<file path="src/pkg/nvm_timing_pkg.sv">
// Constants for the non-volatile memory command sequencer timing block.
// Assumes one bus clock; commands arrive as a code plus a one-cycle launch.
// Function
// - Operation time base divides bus clock
// - No frequency check, never block commands
// - Verify all blocks: 35384 bus cycles
// - Verify flash block: 33337 bus cycles
// - Verify EEPROM block: 2573 bus cycles
// - Verify flash section: 505 bus cycles
// - Key 515, user 427, factory 436
// - EEPROM section 583, read once 481, override 475
// - Program flash 164+3077, once 164+3054
// - Erase all: 100066 op plus 35773
// - Erase flash block: 100060 plus 33596
// - Erase EEPROM block: 100060 plus 2895
// - One EEPROM word: 68 plus 1657
// - Two EEPROM words: 136 plus 2660
// - Three EEPROM words: 204 plus 3663
// - Four EEPROM words: 272 plus 4666
// - Count erase cycles per erased sector
package nvm_timing_pkg;

  localparam int CMD_W    = 5;
  localparam int DIV_W    = 8;
  localparam int OPC_W    = 17;
  localparam int BUSC_W   = 16;
  localparam int SEC_W    = 3;
  localparam int NSEC     = 8;
  localparam int PECNT_W  = 20;

  typedef enum logic [CMD_W-1:0] {
    CMD_VFY_ALL    = 5'h00,
    CMD_VFY_PBLK   = 5'h01,
    CMD_VFY_DBLK   = 5'h02,
    CMD_VFY_PSEC   = 5'h03,
    CMD_READ_ONCE  = 5'h04,
    CMD_PGM_P4     = 5'h05,
    CMD_PGM_ONCE   = 5'h06,
    CMD_ERS_ALL    = 5'h07,
    CMD_ERS_PBLK   = 5'h08,
    CMD_ERS_DBLK   = 5'h09,
    CMD_VFY_KEY    = 5'h0a,
    CMD_MRG_USER   = 5'h0b,
    CMD_MRG_FACT   = 5'h0c,
    CMD_VFY_DSEC   = 5'h0d,
    CMD_PGM_D1     = 5'h0e,
    CMD_PGM_D2     = 5'h0f,
    CMD_PGM_D3     = 5'h10,
    CMD_PGM_D4     = 5'h11,
    CMD_PROT_OVRD  = 5'h12
  } cmd_t;

  localparam logic [BUSC_W-1:0] BUS_VFY_ALL   = 16'd35384;
  localparam logic [BUSC_W-1:0] BUS_VFY_PBLK  = 16'd33337;
  localparam logic [BUSC_W-1:0] BUS_VFY_DBLK  = 16'd2573;
  localparam logic [BUSC_W-1:0] BUS_VFY_PSEC  = 16'd505;
  localparam logic [BUSC_W-1:0] BUS_READ_ONCE = 16'd481;
  localparam logic [BUSC_W-1:0] BUS_PGM_P4    = 16'd3077;
  localparam logic [BUSC_W-1:0] BUS_PGM_ONCE  = 16'd3054;
  localparam logic [BUSC_W-1:0] BUS_ERS_ALL   = 16'd35773;
  localparam logic [BUSC_W-1:0] BUS_ERS_PBLK  = 16'd33596;
  localparam logic [BUSC_W-1:0] BUS_ERS_DBLK  = 16'd2895;
  localparam logic [BUSC_W-1:0] BUS_VFY_KEY   = 16'd515;
  localparam logic [BUSC_W-1:0] BUS_MRG_USER  = 16'd427;
  localparam logic [BUSC_W-1:0] BUS_MRG_FACT  = 16'd436;
  localparam logic [BUSC_W-1:0] BUS_VFY_DSEC  = 16'd583;
  localparam logic [BUSC_W-1:0] BUS_PGM_D1    = 16'd1657;
  localparam logic [BUSC_W-1:0] BUS_PGM_D2    = 16'd2660;
  localparam logic [BUSC_W-1:0] BUS_PGM_D3    = 16'd3663;
  localparam logic [BUSC_W-1:0] BUS_PGM_D4    = 16'd4666;
  localparam logic [BUSC_W-1:0] BUS_PROT_OVRD = 16'd475;

  localparam logic [OPC_W-1:0] OP_NONE    = 17'd0;
  localparam logic [OPC_W-1:0] OP_PGM_P4  = 17'd164;
  localparam logic [OPC_W-1:0] OP_ERS_ALL = 17'd100066;
  localparam logic [OPC_W-1:0] OP_ERS_BLK = 17'd100060;
  localparam logic [OPC_W-1:0] OP_PGM_D1  = 17'd68;
  localparam logic [OPC_W-1:0] OP_PGM_D2  = 17'd136;
  localparam logic [OPC_W-1:0] OP_PGM_D3  = 17'd204;
  localparam logic [OPC_W-1:0] OP_PGM_D4  = 17'd272;

  // Sectors 0..3 belong to program flash, 4..7 to the EEPROM
  localparam logic [NSEC-1:0] MASK_PFLASH = 8'h0f;
  localparam logic [NSEC-1:0] MASK_EEPROM = 8'hf0;
  localparam logic [NSEC-1:0] MASK_ALL    = 8'hff;

endpackage

</file>
<file path="src/design/nvm_command_timing.sv">
// Command duration sequencer for the flash and EEPROM arrays.
// Assumes commands and divider setting are synchronous to i_clk.
module nvm_command_timing (
  input  wire logic                                  i_clk,
  input  wire logic                                  i_arst_n,
  input  wire logic [nvm_timing_pkg::DIV_W-1:0]      i_nvm_clock_divider,
  input  wire logic                                  i_launch,
  input  wire logic [nvm_timing_pkg::CMD_W-1:0]      i_cmd,
  input  wire logic [nvm_timing_pkg::SEC_W-1:0]      i_sector,
  output logic                                       o_busy,
  output logic                                       o_done,
  output logic                                       o_nvm_operation_clock,
  output logic [nvm_timing_pkg::NSEC*nvm_timing_pkg::PECNT_W-1:0] o_pe_count
);

  typedef enum logic [1:0] {ST_IDLE, ST_OPS, ST_BUS} state_t;

  typedef struct packed {
    state_t                                state;
    logic [nvm_timing_pkg::DIV_W-1:0]      div_cnt;
    logic                                  op_tick;
    logic [nvm_timing_pkg::OPC_W-1:0]      op_left;
    logic [nvm_timing_pkg::BUSC_W-1:0]     bus_left;
    logic                                  done;
    logic [nvm_timing_pkg::NSEC-1:0]       ers_mask;
    logic [nvm_timing_pkg::NSEC*nvm_timing_pkg::PECNT_W-1:0] pe;
  } state_s_t;

  state_s_t q;
  state_s_t d;

  logic [nvm_timing_pkg::OPC_W-1:0]  op_need;
  logic [nvm_timing_pkg::BUSC_W-1:0] bus_need;
  logic [nvm_timing_pkg::NSEC-1:0]   ers_need;
  logic [nvm_timing_pkg::NSEC-1:0]   sec_onehot;

  assign sec_onehot = nvm_timing_pkg::NSEC'(1) << i_sector;

  always_comb begin
    op_need  = nvm_timing_pkg::OP_NONE;
    bus_need = nvm_timing_pkg::BUS_VFY_ALL;
    ers_need = '0;
    case (i_cmd)
      nvm_timing_pkg::CMD_VFY_ALL:   bus_need = nvm_timing_pkg::BUS_VFY_ALL;
      nvm_timing_pkg::CMD_VFY_PBLK:  bus_need = nvm_timing_pkg::BUS_VFY_PBLK;
      nvm_timing_pkg::CMD_VFY_DBLK:  bus_need = nvm_timing_pkg::BUS_VFY_DBLK;
      nvm_timing_pkg::CMD_VFY_PSEC:  bus_need = nvm_timing_pkg::BUS_VFY_PSEC;
      nvm_timing_pkg::CMD_VFY_KEY:   bus_need = nvm_timing_pkg::BUS_VFY_KEY;
      nvm_timing_pkg::CMD_MRG_USER:  bus_need = nvm_timing_pkg::BUS_MRG_USER;
      nvm_timing_pkg::CMD_MRG_FACT:  bus_need = nvm_timing_pkg::BUS_MRG_FACT;
      nvm_timing_pkg::CMD_VFY_DSEC:  bus_need = nvm_timing_pkg::BUS_VFY_DSEC;
      nvm_timing_pkg::CMD_READ_ONCE: bus_need = nvm_timing_pkg::BUS_READ_ONCE;
      nvm_timing_pkg::CMD_PROT_OVRD: bus_need = nvm_timing_pkg::BUS_PROT_OVRD;
      nvm_timing_pkg::CMD_PGM_P4: begin
        op_need  = nvm_timing_pkg::OP_PGM_P4;
        bus_need = nvm_timing_pkg::BUS_PGM_P4;
      end
      nvm_timing_pkg::CMD_PGM_ONCE: begin
        op_need  = nvm_timing_pkg::OP_PGM_P4;
        bus_need = nvm_timing_pkg::BUS_PGM_ONCE;
      end
      nvm_timing_pkg::CMD_ERS_ALL: begin
        op_need  = nvm_timing_pkg::OP_ERS_ALL;
        bus_need = nvm_timing_pkg::BUS_ERS_ALL;
        ers_need = nvm_timing_pkg::MASK_ALL;
      end
      nvm_timing_pkg::CMD_ERS_PBLK: begin
        op_need  = nvm_timing_pkg::OP_ERS_BLK;
        bus_need = nvm_timing_pkg::BUS_ERS_PBLK;
        ers_need = nvm_timing_pkg::MASK_PFLASH;
      end
      nvm_timing_pkg::CMD_ERS_DBLK: begin
        op_need  = nvm_timing_pkg::OP_ERS_BLK;
        bus_need = nvm_timing_pkg::BUS_ERS_DBLK;
        ers_need = nvm_timing_pkg::MASK_EEPROM;
      end
      nvm_timing_pkg::CMD_PGM_D1: begin
        op_need  = nvm_timing_pkg::OP_PGM_D1;
        bus_need = nvm_timing_pkg::BUS_PGM_D1;
      end
      nvm_timing_pkg::CMD_PGM_D2: begin
        op_need  = nvm_timing_pkg::OP_PGM_D2;
        bus_need = nvm_timing_pkg::BUS_PGM_D2;
      end
      nvm_timing_pkg::CMD_PGM_D3: begin
        op_need  = nvm_timing_pkg::OP_PGM_D3;
        bus_need = nvm_timing_pkg::BUS_PGM_D3;
      end
      nvm_timing_pkg::CMD_PGM_D4: begin
        op_need  = nvm_timing_pkg::OP_PGM_D4;
        bus_need = nvm_timing_pkg::BUS_PGM_D4;
      end
      // Unknown codes still time as a full verify, never hang
      default: bus_need = nvm_timing_pkg::BUS_VFY_ALL;
    endcase
  end

  always_comb begin
    d      = q;
    d.done = 1'b0;
    if (q.div_cnt >= i_nvm_clock_divider) begin
      d.div_cnt = '0;
      d.op_tick = 1'b1;
    end else begin
      d.div_cnt = q.div_cnt + 1'b1;
      d.op_tick = 1'b0;
    end
    case (q.state)
      ST_IDLE: begin
        if (i_launch) begin
          d.op_left  = op_need;
          d.bus_left = bus_need;
          d.ers_mask = ers_need;
          if (i_cmd == nvm_timing_pkg::CMD_VFY_PSEC) begin
            d.ers_mask = '0;
          end
          d.state = (op_need != '0) ? ST_OPS : ST_BUS;
        end
      end
      ST_OPS: begin
        if (q.op_tick) begin
          d.op_left = q.op_left - 1'b1;
          if (q.op_left == nvm_timing_pkg::OPC_W'(1)) begin
            d.state = ST_BUS;
          end
        end
      end
      ST_BUS: begin
        d.bus_left = q.bus_left - 1'b1;
        if (q.bus_left == nvm_timing_pkg::BUSC_W'(1)) begin
          d.state = ST_IDLE;
          d.done  = 1'b1;
          d.ers_mask = '0;
        end
      end
      default: d.state = ST_IDLE;
    endcase
  end

  logic [nvm_timing_pkg::PECNT_W-1:0] d_pe_slice [nvm_timing_pkg::NSEC];
  logic [nvm_timing_pkg::NSEC*nvm_timing_pkg::PECNT_W-1:0] pe_next;

  genvar g;
  generate
    for (g = 0; g < nvm_timing_pkg::NSEC; g++) begin : g_pe
      logic bump;
      assign bump = q.ers_mask[g] && q.state == ST_BUS &&
                    q.bus_left == nvm_timing_pkg::BUSC_W'(1);
      assign d_pe_slice[g] = q.pe[g*nvm_timing_pkg::PECNT_W +:
                                  nvm_timing_pkg::PECNT_W] +
                             nvm_timing_pkg::PECNT_W'(bump);
    end
  endgenerate

  always_comb begin
    for (int i = 0; i < nvm_timing_pkg::NSEC; i++) begin
      pe_next[i*nvm_timing_pkg::PECNT_W +: nvm_timing_pkg::PECNT_W] =
        d_pe_slice[i];
    end
  end

  state_s_t d_full;
  always_comb begin
    d_full    = d;
    d_full.pe = pe_next;
  end

  // Counts are volatile; a real part would keep them in the array itself
  always_ff @(posedge i_clk or negedge i_arst_n) begin
    if (!i_arst_n) begin
      q <= '0;
    end else begin
      q <= d_full;
    end
  end

  assign o_busy                = q.state != ST_IDLE;
  assign o_done                = q.done;
  assign o_nvm_operation_clock = q.op_tick;
  assign o_pe_count            = q.pe;

  logic unused_sec;
  assign unused_sec = ^sec_onehot;

endmodule

</file>
<file path="config.mk">
export PLATFORM = sky130hd
export DESIGN_NAME = nvm_command_timing
export DESIGN_NICKNAME = d
export VERILOG_FILES = /design/src/pkg/nvm_timing_pkg.sv /design/src/design/nvm_command_timing.sv
export SDC_FILE = /design/constraint.sdc
export NUM_CORES = 1
export LEC_CHECK = 0
export BUFFER_PORTS_ARGS = -buffer_cell sky130_fd_sc_hd__buf_2
export CORE_ASPECT_RATIO = 0.8
export CORE_UTILIZATION = 30
export DETAILED_ROUTE_END_ITERATION = 8
export GPL_ROUTABILITY_DRIVEN = 1
export PLACE_DENSITY = 0.59
export SLEW_MARGIN = 0
export SYNTH_ARGS = -nofsm -noshare
export SYNTH_HDL_FRONTEND = slang
export SYNTH_SLANG_ARGS = --single-unit
</file>
<file path="constraint.sdc">
create_clock -name i_clk -period 4.7 [get_ports i_clk]
set_input_delay 1.175 -clock i_clk [delete_from_list [all_inputs] [get_ports i_clk]]
set_output_delay 1.175 -clock i_clk [all_outputs]
set_load 0.02 [all_outputs]
</file>
# Word-level counts from Yosys, hierarchy flattened
# Cells that the tools add are included.
# classes
mux	19
n_lt_le_gt_ge	1
addsub	11
n_eq_ne	26
reduce_logical	27
# ops
cell	n
case mux 16 bit (18 select lines)	1
adder 20 x 1 -> 20 bit	8
case mux 17 bit (7 select lines)	1
== test 5 x 4 -> 1 bit (second input constant)	8
case mux 17 bit (2 select lines)	1
2-to-1 mux 33 bit	1
case mux 16 bit (2 select lines)	1
case mux 8 bit (3 select lines)	1
== test 5 x 3 -> 1 bit (second input constant)	4
2-to-1 mux 9 bit	2
== test 17 x 1 -> 1 bit (second input constant)	1
2-to-1 mux 17 bit	1
nonzero test 17 bit	1
subtractor 17 x 1 -> 17 bit (second input constant)	1
== test 16 x 1 -> 1 bit (second input constant)	1
logical AND 1 bit	16
2-to-1 mux 8 bit	2
case mux 8 bit (2 select lines)	1
subtractor 16 x 1 -> 16 bit (second input constant)	1
== test 5 bit (second input constant)	3
== test 5 x 2 -> 1 bit (second input constant)	2
2-to-1 mux 2 bit	5
adder 8 x 1 -> 8 bit (second input constant)	1
>= comparator 8 bit	1
other kinds (12)	19
# word_totals
regBits	213
word_cells	92
output_inout_bits	163
in_bits	19

# Logic depth before layout (Yosys ltp)
# logic_depth
ltp_word	7
mapped_depth	12

# Worst setup path after synthesis
# OpenSTA, ideal clock, no wires.
# synth_timing
kind	reg-to-reg
startpoint	register q[173] (netlist name)
endpoint	register q, in the netlist o_pe_count[116]
arrival_ns	3.104
path_stages_with_launch	12
setup_slack_ns	1.517
synth_period_minus_slack_ns	3.183
setup_ns	0.079
n_path_buf	0
path_cell_list	dfrtp_1 -> nor4_4 -> nand3b_2 -> or4_4 -> inv_2 -> and2_1 -> ha_1 -> ha_1 -> inv_1 -> or4_1 -> nor3_1 -> xor2_1
# synth_lines
item	line	rtl
from (decl)	nvm_command_timing.sv:29	state_s_t q;
from (signal assigned)	nvm_command_timing.sv:173	q <= d_full;

==> insert_results.sql <==
INSERT INTO impl_metrics (metric_group, metric, value, unit) VALUES
('drt', 'routed_wirelength', '24800', 'um'),
('logic_synthesis', 'synth_cell_type_count', '73', ''),
('drt', 'drt.antenna.violating_nets', '0', ''),
('run', 'max_cap_violations', '0', ''),
('global_routing', 'gr-usage-met3', '0.02545', ''),
('worst_setup_path', 'cp_top_family', 'simple AND/OR/NAND/NOR gates', ''),
('pwr', 'clock_power_share', '0.466', ''),
('pwr', 'power_density', '347.0', 'mW/mm2'),
('placement', 'placedInstanceArea', '0.01162', 'mm2'),
('placement', 'placement.io_buffers', '178', ''),
('clocking', 'cts.clk_slew.worst_paths', '0.06', 'ns'),
('pwr', 'p_sw', '1.089', 'mW'),
('worst_setup_path', 'worstPathMaxFanout', '10', ''),
('worst_setup_path', 'worstPathRequired', '5.13', 'ns'),
('logic_synthesis', 'combinational_family_with_the_most_area_after_synthesis', 'simple AND/OR/NAND/NOR gates', ''),
('pwr', 'switching_share', '0.2514', ''),
('global_routing', 'gr-usage-met1', '0.1901', ''),
('die', 'floorplan_die_area', '0.03860', 'mm2'),
('logic_synthesis', 'synth-edff-count', '0', ''),
('logic_synthesis', 'mappedNetlistNets', '1167', ''),
('pwr', 'internal_power_contribution', '3.242', 'mW'),
('sta', 'fin_ws', '1.043', 'ns'),
('pwr', 'power.sequential.fraction', '0.451', ''),
('sta', 'setup_viol_count_final', '0', ''),
('sta', 'timing.setup.tns', '0', 'ns'),
('worst_hold_path', 'worstHoldPathType', 'flop to flop', ''),
('drt', 'drc_errors', '0', ''),
('drt', 'vias_per_cell', '4.743', ''),
('sta', 'worst_clock_skew', '0.01838', 'ns'),
('clocking', 'numClockSinks', '207', ''),
('finish', 'layout-area-overhead-vs-synth', '10.04', '%'),
('global_routing', 'via_count_of_the_first_global_routing_pass', '7405', ''),
('worst_setup_path', 'setup.worst_path.start_class', 'flop', ''),
('global_routing', 'grtUsageTotal', '0.1278', ''),
('die', 'die_height', '175.9', 'um'),
('clocking', 'cts_setup_buffers', '0', ''),
('worst_setup_path', 'timing_worst_setup_path_type', 'flop to flop', ''),
('logic_synthesis', 'synth.area.top_cells', 'sky130_fd_sc_hd__dfrtp_1, sky130_fd_sc_hd__buf_4, sky130_fd_sc_hd__xnor2_1', ''),
('sta', 'final-hold-violation-count', '0', ''),
('die', 'core_area', '0.03713', 'mm2'),
('clocking', 'cts-buffers-inserted', '25', ''),
('worst_setup_path', 'cp.arrival', '4.09', 'ns'),
('sta', 'max_slew_headroom', '0.3794', ''),
('logic_synthesis', 'postSynthCellCount', '1119', ''),
('drt', 'detailedRoute.firstIterationViolations', '503', ''),
('global_routing', 'grt-ovfl-total', '0', ''),
('logic_synthesis', 'synthSimpleGateAreaFrac', '0.1871', ''),
('sta', 'unrepaired_setup_endpoints_after_global_routing', 'false', ''),
('worst_setup_path', 'worst_path_most_repeated_cell', 'sky130_fd_sc_hd__nand3_1', ''),
('worst_setup_path', 'worst_setup_path_end_kind', 'flop', ''),
('die', 'die_w', '219.4', 'um'),
('clocking', 'cts.root.buffer_cell', 'sky130_fd_sc_hd__clkbuf_16', ''),
('pwr', 'worst_ir_drop_vdd', '0.2537', 'mV'),
('placement', 'gp_routability_congestion', '0.8156', ''),
('drt', 'first_pass_iters', '5', ''),
('sta', 'period_minus_slack', '3.657', 'ns'),
('clocking', 'h_tree_lvl_count', '1', ''),
('die', 'top_level_ports', '182', ''),
('logic_synthesis', 'part_of_the_yosys_area_used_for_sequential_elements', '0.4567', ''),
('worst_setup_path', 'max_stage_delay', '0.76', 'ns'),
('pwr', 'combPwrFrac', '0.083', ''),
('die', 'rows', '63', ''),
('logic_synthesis', 'synthesis.yosys.warnings', '0', ''),
('logic_synthesis', 'yosysMostFrequentCell', 'sky130_fd_sc_hd__dfrtp_1', ''),
('logic_synthesis', 'synth_fa_ha_area_frac', '0.03199', ''),
('clocking', 'cts_tree', 'yes', ''),
('status', 'status', 'completed', ''),
('clocking', 'clk_latency', '0.55', 'ns'),
('logic_synthesis', 'leading_register_cell_type_out_of_synthesis', 'sky130_fd_sc_hd__dfrtp_1', ''),
('drt', 'vias', '7835', ''),
('pwr', 'power.static_leakage', '6.157', 'nW');
[per-layer routing]
| layer | share of wire | routed length, um |
|---|---|---|
| met5 | 0 | 0 |
| met4 | 0.019 | 471 |
| met3 | 0.058 | 1446 |
| met1 | 0.49 | 12140 |
| met2 | 0.43 | 10740 |
[per-stage QoR]
step / utilization / power (mW) / hold WS [ns] / instances
floorplan: - / 2.215 / 0.4370 / 1119
global placement: 0.3130 / 2.336 / 0.4555 / 1606
detailed placement: 0.3130 / 2.351 / 0.4577 / 1606
CTS: 0.3362 / 4.412 / 0.4695 / 1652
global route: 0.3362 / 4.553 / 0.4829 / 1652
finish: 0.3362 / 4.331 / 0.4636 / 1652
[logic make-up (layout without fill, tap and decap cells)]
kind of cell	after synthesis	count (layout)
AND/OR/NAND/NOR	386	386
multiplexers	10	10
adder cells (fa/ha/maj)	29	29
flip-flops	207	207
AO/OA/AOI/OAI	117	117
XOR/XNOR	153	153
buffers and inverters	217	263
[power groups by stage]
stage / combinational (mW) / clock [mW] / sequential (mW)
5_1_grt: 0.425 / 2.16 / 1.97
6_report: 0.360 / 2.02 / 1.95
3_5_place_dp: 0.366 / 0 / 1.98
4_1_cts: 0.368 / 2.09 / 1.95
2_1_floorplan: 0.256 / 0 / 1.96
3_3_place_gp: 0.356 / 0 / 1.98
[worst paths after layout]
check	start	to	slack, ns	cells after the start
setup / recovery	q[173]	o_pe_count[17]	1.04	11
hold / removal	o_pe_count[79]	o_pe_count[79]	0.46	1
setup reg to reg	q[173]	o_pe_count[17]	1.04	11
hold reg to reg	o_pe_count[79]	o_pe_count[79]	0.46	1
max in group asynchronous	i_arst_n	o_pe_count[159]	3.11	2
min in group asynchronous	i_arst_n	o_pe_count[13]	0.72	1
[registers in the layout, indices dropped and copies added (netlist names)]
name,count
o_done,1
o_nvm_operation_clock,1
o_pe_count,160
q,45
[cell type report]
type                    instances  area (um2)
clock buffers                  36       716.9
clock inverters                10       142.6
well taps                     487       609.3
flip-flops and latches        207        5180
multi-input cells             695        4743
fillers                      3737       24640
repair buffers                186       973.4
inverters                      31       116.4
[cells in the final DEF, fill, tap and decap left out, drive strengths merged, types with 10 or more instances in the layout]
cell type,count
inv,32
nor4,25
buf,186
or2,10
and4,13
dfrtp,207
xnor2,103
and3,18
nor2b,10
nor2,49
ha,29
nand3,83
nor3,22
xor2,50
nand4,28
a21oi,20
o21ai,18
clkbuf,36
nand2b,11
nand2,76
Note: power is estimated with default switching activity, not from simulation.
